<file path="src/include/wwdsup_pkg.sv">
// Purpose: shared constants and types for the window watchdog supervisor
// Assumes: 40 MHz core clock, 10 us internal timing tick
// Notes:   window figures are typical values; all counts except TICK_CYCLES are in ticks
package wwdsup_pkg;

  // ----------------------------------------------------------------------
  // clock and tick
  // ----------------------------------------------------------------------
  localparam int CLK_PERIOD_PS = 25000;
  localparam int TICK_US = 10;
  localparam int TICK_CYCLES = TICK_US * 1000000 / CLK_PERIOD_PS;
  localparam int TICK_W = 12;

  // ----------------------------------------------------------------------
  // window times in microseconds, as printed
  // ----------------------------------------------------------------------
  localparam int WIN_SHORT_US = 250000;
  localparam int WIN_LONG_US = 2500000;
  localparam int LOW_SHORT_COARSE_US = 7860;
  localparam int LOW_SHORT_FINE_US = 2000;
  localparam int LOW_LONG_COARSE_US = 78200;
  localparam int LOW_LONG_FINE_US = 19600;
  localparam int CAP_STEP_US = 6250;
  localparam int RELEASE_US = 25000;

  // ----------------------------------------------------------------------
  // tick counts: upper limits round down, lower boundaries round up
  // ----------------------------------------------------------------------
  localparam int WIN_W = 22;
  localparam int CAP_W = 12;
  localparam logic [WIN_W-1:0] WIN_SHORT_TICKS = WIN_W'(WIN_SHORT_US / TICK_US);
  localparam logic [WIN_W-1:0] WIN_LONG_TICKS = WIN_W'(WIN_LONG_US / TICK_US);
  localparam logic [WIN_W-1:0] LOW_SHORT_COARSE_TICKS =
    WIN_W'((LOW_SHORT_COARSE_US + TICK_US - 1) / TICK_US);
  localparam logic [WIN_W-1:0] LOW_SHORT_FINE_TICKS =
    WIN_W'((LOW_SHORT_FINE_US + TICK_US - 1) / TICK_US);
  localparam logic [WIN_W-1:0] LOW_LONG_COARSE_TICKS =
    WIN_W'((LOW_LONG_COARSE_US + TICK_US - 1) / TICK_US);
  localparam logic [WIN_W-1:0] LOW_LONG_FINE_TICKS =
    WIN_W'((LOW_LONG_FINE_US + TICK_US - 1) / TICK_US);
  localparam logic [WIN_W-1:0] CAP_STEP_TICKS = WIN_W'(CAP_STEP_US / TICK_US);
  localparam logic [WIN_W-1:0] RELEASE_TICKS = WIN_W'((RELEASE_US + TICK_US - 1) / TICK_US);

  // ----------------------------------------------------------------------
  // capacitor-mode ratios, divisor times ten, as fixed-point reciprocals
  // ----------------------------------------------------------------------
  localparam int RATIO_SHIFT = 16;
  localparam int RATIO_COARSE_X10 = 258;
  localparam int RATIO_FINE_X10 = 645;
  localparam logic [CAP_W-1:0] RATIO_COARSE_K =
    CAP_W'(((1 << RATIO_SHIFT) * 10 + RATIO_COARSE_X10 - 1) / RATIO_COARSE_X10);
  localparam logic [CAP_W-1:0] RATIO_FINE_K =
    CAP_W'(((1 << RATIO_SHIFT) * 10 + RATIO_FINE_X10 - 1) / RATIO_FINE_X10);

  // ----------------------------------------------------------------------
  // strap encodings and types
  // ----------------------------------------------------------------------
  localparam logic [1:0] TSEL_LOW = 2'h0;
  localparam logic [1:0] TSEL_HIGH = 2'h1;
  localparam logic [1:0] TSEL_CAP = 2'h2;

  typedef enum logic [1:0] {WWD_TM_SHORT, WWD_TM_LONG, WWD_TM_CAP} wwdsup_tmode_type;
  typedef enum logic [1:0] {WWD_HOLD, WWD_DELAY, WWD_WATCH} wwdsup_state_type;

endpackage

</file>
<file path="src/include/wwdsup_link_if.sv">
// Purpose: carries tick and synchronised pin events to the watchdog core
// Assumes: single core clock domain
// Notes:   one-cycle pulses on tick and trig_rise
`timescale 1ns/1ps
interface wwdsup_link_if;
  logic tick;
  logic trig_rise;
  logic supply_good;
  modport tb (output tick);
  modport sy (output trig_rise, output supply_good);
  modport core (input tick, input trig_rise, input supply_good);
endinterface

</file>
<file path="src/core/wwdsup_timebase.sv">
// Purpose: divides the core clock into the internal timing tick
// Assumes: tick_cycles at least 2
// Notes:   tick is a one-cycle enable, never a clock
`timescale 1ns/1ps
module wwdsup_timebase
  import wwdsup_pkg::*;
#(
  parameter int TICK_CYCLES_P = wwdsup_pkg::TICK_CYCLES
) (
  input wire logic core_clk,
  input wire logic rst,
  wwdsup_link_if.tb tb
);
  logic [TICK_W-1:0] div_r;
  logic tick_r;
  logic div_end;

  assign div_end = (div_r == TICK_W'(TICK_CYCLES_P - 1));
  assign tb.tick = tick_r;

  always_ff @(posedge core_clk or posedge rst) begin
    if (rst) begin
      div_r <= '0;
      tick_r <= 1'h0;
    end else begin
      div_r <= div_end ? '0 : div_r + TICK_W'(1);
      tick_r <= div_end;
    end
  end
endmodule

</file>
<file path="src/core/wwdsup_sync.sv">
// Purpose: brings trigger and supply-good pins into the core clock domain
// Assumes: pins are asynchronous to core_clk
// Notes:   a level change counts once stages two and three agree
`timescale 1ns/1ps
module wwdsup_sync (
  input wire logic core_clk,
  input wire logic rst,
  input wire logic trig_pin,
  input wire logic supply_pin,
  wwdsup_link_if.sy sy
);
  logic [1:0] pin_in;
  logic [1:0] s1_r;
  logic [1:0] s2_r;
  logic [1:0] s3_r;
  logic [1:0] filt_r;
  logic [1:0] filt_nxt;
  logic rise_r;

  assign pin_in = {supply_pin, trig_pin};

  genvar i;
  generate
    for (i = 0; i < 2; i++) begin : g_bit
      assign filt_nxt[i] = (s2_r[i] == s3_r[i]) ? s3_r[i] : filt_r[i];
      always_ff @(posedge core_clk or posedge rst) begin
        if (rst) begin
          s1_r[i] <= 1'h0;
          s2_r[i] <= 1'h0;
          s3_r[i] <= 1'h0;
          filt_r[i] <= 1'h0;
        end else begin
          s1_r[i] <= pin_in[i];
          s2_r[i] <= s1_r[i];
          s3_r[i] <= s2_r[i];
          filt_r[i] <= filt_nxt[i];
        end
      end
    end
  endgenerate

  // only the low-to-high edge retriggers the window
  always_ff @(posedge core_clk or posedge rst) begin
    if (rst) begin
      rise_r <= 1'h0;
    end else begin
      rise_r <= filt_nxt[0] & ~filt_r[0];
    end
  end

  assign sy.trig_rise = rise_r;
  assign sy.supply_good = filt_r[1];
endmodule

</file>
<file path="src/core/wwdsup_top.sv">
// Purpose: window watchdog with supply supervision and release delay
// Assumes: straps static, captured once after reset release
// Notes:   reset_n_r is the active-low supervisor reset, open-drain style
//
// Summary of operation
// - With supply good, reset stays high while each trigger lands inside the window.
// - A missing trigger by the upper limit or a trigger outside the window asserts reset.
// - A trigger before the lower boundary is a violation and asserts reset.
// - Below the supply threshold reset is held asserted whatever the trigger does.
// - Timeout strap low gives a 0.25 s window with 7.86 ms or 2 ms lower boundary.
// - Timeout strap high gives a 2.5 s window with 78.2 ms or 19.6 ms lower boundary.
// - Capacitor mode sets the upper window while the ratio strap sets the lower one.
// - Capacitor window is (capacitance / 15.55 pF + 1) steps of 6.25 ms.
// - The core runs free of the trigger source; a sampled rising edge reaches the window logic three cycles later.
// - Triggers in the tolerance zones have no guaranteed outcome and should be avoided.
// - A violation asserts reset for the 25 ms release delay and restarts the timer.
// - After release the lower boundary is off until the first rising trigger edge.
// - When supply returns, reset stays low for the release delay and then releases.
`timescale 1ns/1ps
module wwdsup_top #(
  parameter int TICK_CYCLES_P = wwdsup_pkg::TICK_CYCLES,
  parameter logic [wwdsup_pkg::WIN_W-1:0] SHORT_WIN = wwdsup_pkg::WIN_SHORT_TICKS,
  parameter logic [wwdsup_pkg::WIN_W-1:0] LONG_WIN = wwdsup_pkg::WIN_LONG_TICKS,
  parameter logic [wwdsup_pkg::WIN_W-1:0] SHORT_LOW_C = wwdsup_pkg::LOW_SHORT_COARSE_TICKS,
  parameter logic [wwdsup_pkg::WIN_W-1:0] SHORT_LOW_F = wwdsup_pkg::LOW_SHORT_FINE_TICKS,
  parameter logic [wwdsup_pkg::WIN_W-1:0] LONG_LOW_C = wwdsup_pkg::LOW_LONG_COARSE_TICKS,
  parameter logic [wwdsup_pkg::WIN_W-1:0] LONG_LOW_F = wwdsup_pkg::LOW_LONG_FINE_TICKS,
  parameter logic [wwdsup_pkg::WIN_W-1:0] CAP_STEP = wwdsup_pkg::CAP_STEP_TICKS,
  parameter logic [wwdsup_pkg::WIN_W-1:0] RELEASE = wwdsup_pkg::RELEASE_TICKS
) (
  input wire logic core_clk,
  input wire logic rst,
  input wire logic watchdog_trigger_in,
  input wire logic supply_threshold_ok,
  input wire logic [1:0] timeout_select_strap,
  input wire logic ratio_select_strap,
  input wire logic [wwdsup_pkg::CAP_W-1:0] cap_steps,
  output logic reset_n_r,
  output logic reset_oe_r,
  output logic lower_armed_r
);
  import wwdsup_pkg::*;

  // ----------------------------------------------------------------------
  // timing tick and pin synchronisers
  // ----------------------------------------------------------------------
  wwdsup_link_if lnk ();

  wwdsup_timebase #(.TICK_CYCLES_P(TICK_CYCLES_P)) u_timebase (
    .core_clk(core_clk),
    .rst(rst),
    .tb(lnk.tb)
  );

  wwdsup_sync u_sync (
    .core_clk(core_clk),
    .rst(rst),
    .trig_pin(watchdog_trigger_in),
    .supply_pin(supply_threshold_ok),
    .sy(lnk.sy)
  );

  // ----------------------------------------------------------------------
  // strap capture
  // ----------------------------------------------------------------------
  logic cfg_done_r;
  wwdsup_tmode_type tmode_r;
  wwdsup_tmode_type tmode_pin;
  logic ratio_fine_r;
  logic [CAP_W-1:0] cap_steps_r;

  // straps are only sampled once, so a floating strap cannot move the window later
  assign tmode_pin = (timeout_select_strap == TSEL_HIGH) ? WWD_TM_LONG :
                     (timeout_select_strap == TSEL_CAP) ? WWD_TM_CAP : WWD_TM_SHORT;

  always_ff @(posedge core_clk or posedge rst) begin
    if (rst) begin
      cfg_done_r <= 1'h0;
      tmode_r <= WWD_TM_SHORT;
      ratio_fine_r <= 1'h0;
      cap_steps_r <= '0;
    end else if (!cfg_done_r) begin
      cfg_done_r <= 1'h1;
      tmode_r <= tmode_pin;
      ratio_fine_r <= ratio_select_strap;
      cap_steps_r <= cap_steps;
    end
  end

  // ----------------------------------------------------------------------
  // window limits
  // ----------------------------------------------------------------------
  logic [WIN_W-1:0] cap_upper;
  logic [WIN_W+3:0] cap_scaled;
  logic [WIN_W-1:0] cap_lower_c;
  logic [WIN_W-1:0] cap_lower_f;
  logic [WIN_W-1:0] cap_lower;
  logic [WIN_W-1:0] upper_lim;
  logic [WIN_W-1:0] lower_lim;

  assign cap_upper = WIN_W'((32'(cap_steps_r) + 32'd1) * 32'(CAP_STEP));
  // exact round-up divide by the ratio constants, so the boundary never comes
  // out shorter than the typical figure; costs two constant dividers
  assign cap_scaled = {4'h0, cap_upper} * (WIN_W+4)'(4'hA);
  assign cap_lower_c = WIN_W'((cap_scaled + (WIN_W+4)'(RATIO_COARSE_X10 - 1)) /
                              (WIN_W+4)'(RATIO_COARSE_X10));
  assign cap_lower_f = WIN_W'((cap_scaled + (WIN_W+4)'(RATIO_FINE_X10 - 1)) /
                              (WIN_W+4)'(RATIO_FINE_X10));
  assign cap_lower = ratio_fine_r ? cap_lower_f : cap_lower_c;

  assign upper_lim = (tmode_r == WWD_TM_LONG) ? LONG_WIN :
                     (tmode_r == WWD_TM_CAP) ? cap_upper : SHORT_WIN;
  assign lower_lim = (tmode_r == WWD_TM_CAP) ? cap_lower :
                     (tmode_r == WWD_TM_LONG) ? (ratio_fine_r ? LONG_LOW_F : LONG_LOW_C) :
                     (ratio_fine_r ? SHORT_LOW_F : SHORT_LOW_C);

  // ----------------------------------------------------------------------
  // window decisions
  // ----------------------------------------------------------------------
  wwdsup_state_type state_r;
  wwdsup_state_type state_nxt;
  logic [WIN_W-1:0] win_cnt_r;
  logic [WIN_W-1:0] win_cnt_nxt;
  logic [WIN_W-1:0] delay_cnt_r;
  logic [WIN_W-1:0] delay_cnt_nxt;
  logic lower_armed_nxt;
  logic watching;
  logic timeout_hit;
  logic early_hit;
  logic good_trig;
  logic violation;
  logic delay_done;
  logic supervise_ok;

  assign watching = (state_r == WWD_WATCH);
  assign supervise_ok = cfg_done_r & lnk.supply_good;
  // typical limits only: triggers near a limit resolve one way, unspecified to the user
  assign timeout_hit = watching && (win_cnt_r >= upper_lim);
  assign early_hit = watching && lnk.trig_rise && lower_armed_r && !timeout_hit &&
                     (win_cnt_r < lower_lim);
  assign good_trig = watching && lnk.trig_rise && !timeout_hit && !early_hit;
  assign violation = timeout_hit | early_hit;
  assign delay_done = (state_r == WWD_DELAY) && (delay_cnt_r >= RELEASE);

  always_comb begin
    state_nxt = state_r;
    if (!supervise_ok) begin
      state_nxt = WWD_HOLD;
    end else begin
      case (state_r)
        WWD_HOLD: state_nxt = WWD_DELAY;
        WWD_DELAY: if (delay_done) state_nxt = WWD_WATCH;
        WWD_WATCH: if (violation) state_nxt = WWD_DELAY;
        default: state_nxt = WWD_HOLD;
      endcase
    end
  end

  // the window counter saturates so a stuck count still reads as a timeout
  assign win_cnt_nxt = ((state_nxt != WWD_WATCH) || good_trig) ? '0 :
                       (lnk.tick && (win_cnt_r != '1)) ? win_cnt_r + WIN_W'(1) : win_cnt_r;
  assign delay_cnt_nxt = ((state_nxt != WWD_DELAY) || (state_r != WWD_DELAY)) ? '0 :
                         lnk.tick ? delay_cnt_r + WIN_W'(1) : delay_cnt_r;
  assign lower_armed_nxt = (state_nxt == WWD_WATCH) && (lower_armed_r || good_trig);

  always_ff @(posedge core_clk or posedge rst) begin
    if (rst) begin
      state_r <= WWD_HOLD;
      win_cnt_r <= '0;
      delay_cnt_r <= '0;
      lower_armed_r <= 1'h0;
    end else begin
      state_r <= state_nxt;
      win_cnt_r <= win_cnt_nxt;
      delay_cnt_r <= delay_cnt_nxt;
      lower_armed_r <= lower_armed_nxt;
    end
  end

  // ----------------------------------------------------------------------
  // reset output
  // ----------------------------------------------------------------------
  // registered from the next state so the pin moves with the state, glitch free
  always_ff @(posedge core_clk or posedge rst) begin
    if (rst) begin
      reset_n_r <= 1'h0;
      reset_oe_r <= 1'h1;
    end else begin
      reset_n_r <= (state_nxt == WWD_WATCH);
      reset_oe_r <= (state_nxt != WWD_WATCH);
    end
  end
endmodule

</file>
<file path="config.mk">
export PLATFORM = sky130hd
export DESIGN_NAME = wwdsup_top
export DESIGN_NICKNAME = d
export VERILOG_FILES = /design/src/include/wwdsup_pkg.sv /design/src/include/wwdsup_link_if.sv /design/src/core/wwdsup_timebase.sv /design/src/core/wwdsup_sync.sv /design/src/core/wwdsup_top.sv
export SDC_FILE = /design/constraint.sdc
export NUM_CORES = 1
export LEC_CHECK = 0
export BUFFER_PORTS_ARGS = -buffer_cell sky130_fd_sc_hd__buf_4
export CORE_AREA = 2 2 200 350
export CTS_CLUSTER_SIZE = 25
export DETAILED_ROUTE_END_ITERATION = 8
export DIE_AREA = 0 0 202 352
export HOLD_SLACK_MARGIN = 0.1
export PLACE_DENSITY = 0.7
export SYNTH_ARGS = -nofsm -noshare
export SYNTH_HDL_FRONTEND = slang
export SYNTH_SLANG_ARGS = --single-unit
export TNS_END_PERCENT = 50
</file>
<file path="constraint.sdc">
create_clock -name core_clk -period 27.6 [get_ports core_clk]
set_clock_uncertainty 0.05 [all_clocks]
set_input_delay 5.52 -clock core_clk [delete_from_list [all_inputs] [get_ports core_clk]]
set_output_delay 5.52 -clock core_clk [all_outputs]
set_load 0.05 [all_outputs]
</file>
Word-level counts from Yosys, hierarchy flattened
Cells that the tools add are included.

word-level totals
  bits in registers = 87
  input bits = 19
  output and inout port bits = 3
  logic and storage cells = 89

cells by class
  add/sub/neg operators = 6
  $mul = 2
  divide/modulo/power cells = 2
  order comparisons = 3
  eq/ne operators = 14
  muxes and demuxes = 19
  bitwise operators = 4
  reduce and logical (&&, ||, !) cells = 18

operator list
  cell                                                                     number
  22-bit 2-to-1 mux                                                        8
  22-bit by 1-bit adder with 22-bit output, second input constant          2
  26-bit by 10-bit adder with 26-bit output, second input constant         1
  26-bit by 9-bit adder with 26-bit output, second input constant          1
  26-bit by 10-bit divider with 26-bit output, second input constant       1
  26-bit by 9-bit divider with 26-bit output, second input constant        1
  13-bit 2-to-1 mux                                                        2
  22-bit by 3-bit multiplier with 25-bit output, second input constant     1
  22-bit by 12-bit >= comparator with 1-bit output, second input constant  1
  22-bit >= comparator                                                     1
  22-bit less-than comparator                                              1
  13-bit by 10-bit multiplier with 22-bit output, second input constant    1
  22-bit != test, second input constant                                    1
  12-bit by 1-bit adder with 13-bit output, second input constant          1
  12-bit by 1-bit adder with 12-bit output, second input constant          1
  12-bit by 9-bit equality test with 1-bit output, second input constant   1
  12-bit 2-to-1 mux                                                        1
  1-bit logical AND                                                        10
  10-bit 2-to-1 mux                                                        1
  2-bit 2-to-1 mux                                                         5
  2-bit equality test, second input constant                               4
  2-bit by 1-bit equality test with 1-bit output, second input constant    3
  2-bit case mux with 3 select lines                                       1
  2-bit by 1-bit != test with 1-bit output, second input constant          2
  10 further kinds                                                         16

Depth between registers and ports, before layout
Gate-level depths: netlist of the first run.

  word-level depth = 16
  gate-level depth with buffers = 125
  depth with buffers taken out = 103

By module
From an unflattened synthesis of the first run, not the netlist that was laid out.

unflattened totals
  cell total of the unflattened synthesis = 4457
  area, all modules = 31680.4 um2

by module, submodules not included
  module           instances  cells each  area an instance (um2)  sequential area each (um2)
  wwdsup_top       1          4390        30794.5                 1627.8
  wwdsup_timebase  1          54          624.3                   325.3
  wwdsup_sync      1          13          261.5                   225.2

Least setup slack after synthesis of the first run
Ideal clock, no wire load.

  kind = flip-flop to flip-flop
  start point = reg cap_steps_r[0]
  end point = reg reset_oe_r
  arrival time = 27.063 ns
  path slack = 0.405 ns
  stages on the path, launching flop included = 115
  period minus slack after synthesis = 27.195 ns
  cells stage by stage = dfrtp_1 -> clkbuf_1 -> clkbuf_1 -> nand3_1 -> xnor2_1 -> fa_1 -> ha_1 -> ha_1 -> ha_1 -> inv_1 -> fa_1 -> inv_1 -> ha_1 -> a21oi_1 -> o21bai_1 -> a21oi_1 -> o21bai_1 -> a21oi_1 -> [... 79 more ...] -> mux2_2 -> a211oi_2 -> o21a_1 -> buf_2 -> xnor2_1 -> ha_1 -> a21boi_0 -> a2111oi_2 -> xor2_1 -> or4_1 -> a21oi_1 -> nor4b_1 -> a211oi_1 -> nand4_1 -> o2111ai_1 -> a31o_1 -> a21oi_2 -> or2_1

on the way
  word-level cells in the longest chain between the ends = 14

ends and longest elaborated chain
  item                                                                                line                                  text
  from (decl)                                                                         wwdsup_top.sv:70                      logic [CAP_W-1:0] cap_steps_r;
  from (signal assigned)                                                              wwdsup_top.sv:86                      cap_steps_r <= cap_steps;
  12-bit by 1-bit adder with 13-bit output (*)                                        wwdsup_top.sv:101                     assign cap_upper = WIN_W'((32'(cap_steps_r) + 32'd1) * 32'(CAP_STEP));
  13-bit by 10-bit multiplier with 22-bit output (*)                                  wwdsup_top.sv:101
  22-bit by 3-bit multiplier with 25-bit output or 22-bit 2-to-1 mux (tied branches)  wwdsup_top.sv:104, wwdsup_top.sv:112
  26-bit by 9-bit adder with 26-bit output, or another cell as far along              wwdsup_top.sv:105                     assign cap_lower_c = WIN_W'((cap_scaled + (WIN_W+4)'(RATIO_COARSE_X10 - 1)) /
  26-bit by 9-bit divider with 26-bit output, or another cell as far along            wwdsup_top.sv:105
  22-bit 2-to-1 mux or 1-bit logical AND (tied branches)                              wwdsup_top.sv:109, wwdsup_top.sv:138
  22-bit 2-to-1 mux or 1-bit logical NOT (tied branches)                              wwdsup_top.sv:113, wwdsup_top.sv:139
  22-bit less-than comparator or 1-bit logical AND (tied branches)                    wwdsup_top.sv:140, wwdsup_top.sv:139
  1-bit logical AND                                                                   wwdsup_top.sv:139                     assign early_hit = watching && lnk.trig_rise && lower_armed_r && !timeout_hit &&
  1-bit bitwise OR (*)                                                                wwdsup_top.sv:142                     assign violation = timeout_hit | early_hit;
  2-bit 2-to-1 mux (*)                                                                wwdsup_top.sv:153                     WWD_WATCH: if (violation) state_nxt = WWD_DELAY;
  2-bit case mux with 3 select lines (*)                                              wwdsup_top.sv:150                     case (state_r)
  2-bit 2-to-1 mux (*)                                                                wwdsup_top.sv:147                     if (!supervise_ok) begin
  2-bit != test (*)                                                                   wwdsup_top.sv:190                     reset_oe_r <= (state_nxt != WWD_WATCH);
  to (signal assigned)                                                                wwdsup_top.sv:190
  to (decl)                                                                           wwdsup_top.sv:39                      output logic reset_oe_r,

Mark *: on every way between the ends. The rest lies on a longest branch, timed or not.
A chain may end at the register's enable or synchronous reset.

Final worst setup path of the first run
  start point = reg cap_steps_r[1]
  end point = reg reset_oe_r

Same word-level chain as after synthesis.

==> impl_metrics.env, run 1 <==
export IMPL_outcome="complete, no violations"
export IMPL_drive_gt1_share_pct=24.8
export IMPL_ys_seq_elements=87
export IMPL_fp_dieH_um=352
export IMPL_relSlewSlack_pct=29.5
export IMPL_core_um2=68200
export IMPL_worst_hold_path_type="flop to flop"
export IMPL_antenna_found_initial=3
export IMPL_grt_max_degree=88
export IMPL_maxSlewViolCount=0
export IMPL_synthArstFlopShare_pct=100
export IMPL_insertion_delay_ns=0.36
export IMPL_num_rows=127
export IMPL_dpl_hpwl_mm=103
export IMPL_cts_path_max_buffers=2
export IMPL_drtIter0Drc=2431
export IMPL_grt_overflow_total=0
export IMPL_gp_congestion=1.07
export IMPL_io_buffers=21
export IMPL_path_buf_inv=21
export IMPL_worst_pin_slew_ns=1.06
export IMPL_h_tree_depth=3
export IMPL_synth_top_area_share_pct=9.52
export IMPL_detail_route_wl_per_cell_um=22.2
export IMPL_syn_inst=4324
export IMPL_finalNetCount=5048
export IMPL_dieWidth_um=202
export IMPL_min_from="u_sync.s1_r[0]"
export IMPL_cap_violations=0
export IMPL_cp_start_kind="flop"
export IMPL_crit_required_ns=27.84
export IMPL_seq_area_frac_synth_pct=7.16
export IMPL_dr_pass1_iters=6
export IMPL_start_util_pct=44.6
export IMPL_synth_most_common_cell="nor2_1"
export IMPL_synthTopCellsByCount="nor2_1, nand2_1, xnor2_1, a21oi_1, o21ai_0"
export IMPL_cts_reportedPaths_clkPinSlew_ns=0.06
export IMPL_path_max_fanout=26
export IMPL_grt_pass1_vias=37100
export IMPL_io_pins=22
export IMPL_min_period_over_period_pct=98.2
export IMPL_synth_edf_count=0
export IMPL_yosysTopAreaCell="xnor2_1"
export IMPL_vias=37500
export IMPL_yosys_warnings=0
export IMPL_cts_sinks=87
export IMPL_cts_made_buffers=9
export IMPL_postRouteAntennaNets=0
export IMPL_cpMostUsedCell="buf_4"
export IMPL_dieArea_um2=71100
export IMPL_areaGrowthSynthToFinish_pct=26.2
export IMPL_finalWorstPathRequiredPeriod_ns=27.10
export IMPL_grt_first_pass_wirelength_mm=195
export IMPL_hold_violations=0
export IMPL_yosysUniqueCellTypes=148
export IMPL_drc=0
export IMPL_rsz0062_at_grt="true"
export IMPL_cp_slowest_cell="or4_4"
export IMPL_syn_area_um2=30400
export IMPL_end_kind="flop"
export IMPL_vias_per_cell=6.50
export IMPL_cp_top_family="compound AO/OA/AOI/OAI gates"
export IMPL_syn_area_per_cell_um2=7.04
export IMPL_fmax_mhz=36.9
export IMPL_synth_area_top_cells="xnor2_1, dfrtp_1, ha_1"
export IMPL_grtUsageTotal_pct=33.9
export IMPL_finalSetupViolations=0
export IMPL_r2r_start="cap_steps_r[1]"
export IMPL_ys_flop_type="dfrtp_1"
export IMPL_critical_path_startpoint="cap_steps_r[1]"
export IMPL_worstPathArrival_ns=27.34
export IMPL_holdBufCountCts=0
export IMPL_cts_tree="done"
export IMPL_fin_util_pct=56.3
export IMPL_cpPeakStageDelay_ns=0.56
export IMPL_worstSetupPathType="flop to flop"
export IMPL_cts_root_buf="clkbuf_16"
export IMPL_wirelength_mm=128
==> logic make-up after synthesis <==
logic type,share of synthesized area (%)
other,0.0247
XOR/XNOR,13.8
AO/OA/AOI/OAI,33.8
AND/OR/NAND/NOR,29.6
flip-flops,7.16
multiplexers,3.03
buffers and inverters,4.41
adder cells (fa/ha/maj),8.10
==> cell type report <==
class	instances	area, um^2
Tap cell	903	1130
Fill cell	6614	29800
Multi-Input combinational cell	3924	29000
Clock buffer	11	253
Antenna cell	3	7.51
Sequential cell	87	2190
Timing Repair Buffer	679	5210
Clock inverter	5	65.1
Inverter	149	563
==> placed cells by master, fill, tap and decap left out, types with 65 or more instances in the layout <==
| cell | n |
|---|---|
| nand3_1 | 158 |
| a21oi_1 | 239 |
| nor2_1 | 424 |
| o21ai_0 | 198 |
| xor2_1 | 117 |
| nor3_1 | 127 |
| xnor2_1 | 301 |
| and3_1 | 65 |
| inv_1 | 142 |
| nand4_1 | 70 |
| a31oi_1 | 67 |
| buf_4 | 662 |
| nand2_1 | 395 |
| ha_1 | 145 |
| o211ai_1 | 71 |
| dfrtp_1 | 80 |
==> worst reg2reg max path, delay by kind of cell (launching register included) <==
kind | cells | cell delay [ns]
buffers and inverters | 21 | 3.03
muxes | 1 | 0.36
AOI/OAI and AO/OA | 48 | 10.87
adders and majority gates | 10 | 3.32
and+or+nand+nor | 30 | 7.67
DFF | 1 | 0.43
xor gates and xnor gates | 7 | 1.30
==> per-stage QoR <==
step	hold WS, ns	instance area (um^2)	TNS (ns)	setup WS, ns	instances
global route	0.304	38400	-2.61	-0.528	5758
detailed placement	0.286	35200	-7.11	-1.44	5638
finish	0.297	38400	0	0.499	5761
global placement	0.284	35200	-7.14	-1.48	5638
CTS	0.301	36100	0	0.00389	5676
floorplan	0.281	30500	0	0.405	4333
==> flip-flops by register name (all words and copies together), names as in the netlist <==
| register | flops |
|---|---|
| delay_cnt_r | 22 |
| tmode_r | 2 |
| u_sync.s3_r | 2 |
| u_sync.s2_r | 2 |
| cap_steps_r | 12 |
| reset_oe_r | 1 |
| u_sync.filt_r | 1 |
| u_sync.sy.supply_good | 1 |
| reset_n_r | 1 |
| lower_armed_r | 1 |
| u_timebase.tb.tick | 1 |
| u_timebase.div_r | 12 |
| win_cnt_r | 22 |
| cfg_done_r | 1 |
| ratio_fine_r | 1 |
| u_sync.s1_r | 2 |
| u_sync.sy.trig_rise | 1 |
| state_r | 2 |
==> timing repair <==
action	in CTS	in global routing
endpoints found under the setup margin	5	5
gates resized for setup	73	332
buffers inserted	22	81
cloned	0	1
hold endpoints to repair	0	0
pin swaps	22	112
==> per-layer routing <==
layer | routed length [um] | global-route usage, % | vias to the layer above
met5 | 13 | 0 | -
met4 | 14300 | 32.6 | 2
met3 | 5570 | 3.65 | 737
met2 | 66900 | 65.0 | 1565
met1 | 40900 | 30.2 | 17700
li1 | - | - | 17500
==> path summary, 6_finish.rpt <==
path                             endpoint  slack (ns)  cells past startpoint
hold reg to reg            u_sync.s2_r[0]        0.30                      0
setup reg to reg               reset_oe_r        0.50                    117
setup / recovery               reset_oe_r        0.50                    117
hold / removal             u_sync.s2_r[0]        0.30                      0
min in group asynchronous   win_cnt_r[16]        5.46                      3
max in group asynchronous  cap_steps_r[6]       21.33                      3
Power of run 1 is left out: the tool's default activity adds up to more than one toggle a clock period on the data nets, which glitch-free logic cannot reach.
==> inputs of run 2 (changes only) <==
CORE_AREA = 2 2 172 301   (was 2 2 200 350)
DIE_AREA = 0 0 174 303   (was 0 0 202 352)
PLACE_DENSITY = 0.88   (was 0.7)
==> run 2 against run 1 <==
- the flow now stops in global routing
- synthesized area is the same
- synthesized cell count unchanged
==> impl_metrics.env, run 2 <==
export IMPL_num_rows=109
export IMPL_synth_most_common_cell="nor2_1"
export IMPL_grt_overflow_total=6
export IMPL_syn_area_um2=30400
export IMPL_seq_area_frac_synth_pct=7.16
export IMPL_place_ws_ns=-1.87
export IMPL_dpl_cell_area_um2=33400
export IMPL_synth_area_top_cells="xnor2_1, dfrtp_1, ha_1"
export IMPL_dieWidth_um=174
export IMPL_cts_made_buffers=9
export IMPL_io_pins=22
export IMPL_ys_seq_elements=87
export IMPL_yosysUniqueCellTypes=148
export IMPL_cts_sinks=87
export IMPL_grt_first_pass_wirelength_mm=224
export IMPL_grt_max_degree=88
export IMPL_h_tree_depth=3
export IMPL_cts_path_max_buffers=2
export IMPL_fp_dieH_um=303
export IMPL_synthArstFlopShare_pct=100
export IMPL_synthTopCellsByCount="nor2_1, nand2_1, xnor2_1, a21oi_1, o21ai_0"
export IMPL_grt_pass1_vias=42300
export IMPL_toolErrorMsg="[ERROR GRT-0116] Global routing finished with congestion. Check the congestion regions in the DRC Viewer."
export IMPL_cts_root_buf="clkbuf_16"
export IMPL_ys_flop_type="dfrtp_1"
export IMPL_outcome="did not finish"
export IMPL_stop_stage="global routing"
export IMPL_syn_area_per_cell_um2=7.04
export IMPL_start_util_pct=60.6
export IMPL_gp_congestion=1.13
export IMPL_syn_inst=4324
export IMPL_yosys_warnings=0
export IMPL_synth_edf_count=0
export IMPL_dpl_hpwl_mm=91.7
export IMPL_grtUsageTotal_pct=52.5
export IMPL_synth_top_area_share_pct=9.52
export IMPL_yosysTopAreaCell="xnor2_1"
export IMPL_io_buffers=21
-- run 2: cell counts after synthesis --
No cell type changed its count.
-- run 2: cells by family after synthesis --
logic type / synth area share (%)
simple gates: 29.6
compound gates: 33.8
xor+xnor: 13.8
buf+inv: 4.41
fa+ha+maj: 8.10
mux: 3.03
flops: 7.16
other cells: 0.0247
-- run 2: repair_timing --
| action | in CTS |
|---|---|
| setup endpoints to repair | 5 |
| pin swaps | 41 |
| setup buffers | 45 |
| gates cloned | 2 |
| resized for setup | 156 |
| hold buffers | 0 |
-- run 2: metal layers --
| metal | overflow | track usage, % |
|---|---|---|
| met5 | 0 | 4.08 |
| met4 | 3 | 56.6 |
| met3 | 1 | 29.7 |
| met2 | 2 | 78.6 |
| met1 | 0 | 47.9 |
-- run 2: stage by stage --
| step | instances | hold slack (ns) | setup TNS (ns) |
|---|---|---|---|
| floorplan | 4333 | 0.281 | 0 |
| global placement | 5206 | 0.295 | -4.33 |
| detailed placement | 5206 | 0.288 | -9.28 |
| CTS | 5269 | 0.310 | 0 |
==> inputs of run 3 (changes only) <==
CORE_AREA = 2 2 279 281   (was 2 2 172 301)
CTS_CLUSTER_SIZE = unset   (was 25)
DIE_AREA = 0 0 281 283   (was 0 0 174 303)
HOLD_SLACK_MARGIN = unset   (was 0.1)
PLACE_DENSITY = unset   (was 0.88)
PLACE_DENSITY_LB_ADDON = 0.15   (was unset)
clock period = 35.9 ns   (was 27.6 ns; I/O delays follow)
==> run 3 against run 2 <==
- the run now ends clean
==> impl_metrics.env, run 3 (synthesis gave the netlist of run 1 again) <==
export IMPL_worstPathArrival_ns=33.70
export IMPL_hold_violations=0
export IMPL_layout_commonest_cell="nor2_1"
export IMPL_cts_tree="done"
export IMPL_gp_congestion=0.964
export IMPL_finalNetCount=4445
export IMPL_fillers=8217
export IMPL_cts_sinks=87
export IMPL_cts_reportedPaths_clkPinSlew_ns=0.07
export IMPL_fin_cells=5293
export IMPL_worst_pin_slew_ns=1.18
export IMPL_final_cell_mix="nor2_1, nand2_1, xnor2_1, a21oi_1, o21ai_0"
export IMPL_rsz0062_at_grt="false"
export IMPL_h_tree_depth=3
export IMPL_detail_route_wl_per_cell_um=21.0
export IMPL_cts_path_max_buffers=2
export IMPL_maxSlewViolCount=0
export IMPL_dpl_hpwl_mm=89.9
export IMPL_grtUsageTotal_pct=27.1
export IMPL_min_period_over_period_pct=93.3
export IMPL_holdBufCountCts=0
export IMPL_grt_max_degree=60
export IMPL_worst_hold_path_type="flop to flop"
export IMPL_vias=33900
export IMPL_start_util_pct=39.7
export IMPL_drtIter0Drc=3320
export IMPL_core_um2=76700
export IMPL_finalSetupViolations=0
export IMPL_drive_gt1_share_pct=8.16
export IMPL_fin_setup_tns_ns=0
export IMPL_grt_first_pass_wirelength_mm=177
export IMPL_outcome="complete, no violations"
export IMPL_postRouteAntennaNets=0
export IMPL_drc=0
export IMPL_cts_made_buffers=9
export IMPL_relSlewSlack_pct=20.9
export IMPL_io_buffers=21
export IMPL_dp_cells=5272
export IMPL_antenna_found_initial=1
export IMPL_dieWidth_um=281
export IMPL_fmax_mhz=29.8
export IMPL_end_kind="flop"
export IMPL_dr_pass1_iters=7
export IMPL_crit_required_ns=36.10
export IMPL_dieArea_um2=79500
export IMPL_cp_top_family="compound AO/OA/AOI/OAI gates"
export IMPL_worstSetupPathType="flop to flop"
export IMPL_cpMostUsedCell="ha_1"
export IMPL_io_pins=22
export IMPL_grt_pass1_vias=30800
export IMPL_cts_root_buf="clkbuf_16"
export IMPL_path_buf_inv=9
export IMPL_cp_start_kind="flop"
export IMPL_vias_per_cell=6.41
export IMPL_cp_slowest_cell="a2111oi_0"
export IMPL_grt_overflow_total=0
export IMPL_num_rows=102
export IMPL_cpPeakStageDelay_ns=0.83
export IMPL_insertion_delay_ns=0.37
export IMPL_fp_dieH_um=283
export IMPL_path_max_fanout=21
export IMPL_cap_violations=0
export IMPL_areaGrowthSynthToFinish_pct=5.34
export IMPL_wirelength_mm=111
export IMPL_reg_top3="delay_cnt_r (22), win_cnt_r (22)"
export IMPL_finalWorstPathRequiredPeriod_ns=33.51
## run 3: final cells by class
class / count / area (um^2) / area share [%]
Inverter: 149 / 563 / 1.76
Clock inverter: 6 / 97.6 / 0.304
Timing Repair Buffer: 77 / 578 / 1.80
Clock buffer: 10 / 229 / 0.714
Antenna cell: 1 / 2.50 / 0.00781
Tap cell: 1040 / 1300 / 4.06
Sequential cell: 87 / 2180 / 6.79
Multi-Input combinational cell: 3923 / 27100 / 84.6
## run 3: path summary, 6_finish.rpt
check | startpoint | to | slack, ns | cells after the start
max | cap_steps_r[1] | lower_armed_r | 2.39 | 105
min | u_sync.s1_r[1] | u_sync.s2_r[1] | 0.30 | 0
max reg2reg | cap_steps_r[1] | lower_armed_r | 2.39 | 105
min reg2reg | u_sync.s1_r[1] | u_sync.s2_r[1] | 0.30 | 0
max in group asynchronous | rst | cap_steps_r[9] | 27.83 | 3
min in group asynchronous | rst | u_timebase.div_r[0] | 6.77 | 2
## run 3: what timing repair did
item,4_1_cts,5_1_grt
buffers inserted,0,4
resized for setup,0,28
endpoints found under the hold margin,0,0
endpoints found under the setup margin,0,5
## run 3: metrics by stage
stage / hold slack [ns] / setup WS (ns) / utilization, % / area (um^2)
2_1_floorplan: 0.281 / 8.71 / - / 30500
3_3_place_gp: 0.290 / 1.72 / 41.2 / 31600
3_5_place_dp: 0.289 / 1.12 / 41.2 / 31600
4_1_cts: 0.304 / 1.05 / 41.6 / 31900
5_1_grt: 0.307 / 0.0217 / 41.8 / 32100
6_report: 0.301 / 2.39 / 41.8 / 32100
## run 3: per-layer routing
layer | global-route usage, % | routed length (um) | vias up
met2 | 43.3 | 50000 | 1122
met1 | 39.6 | 52500 | 16500
met5 | 0 | 13 | -
met4 | 5.23 | 2250 | 2
li1 | - | - | 16200
met3 | 2.19 | 6590 | 125
Power of run 3 is left out for the same reason.
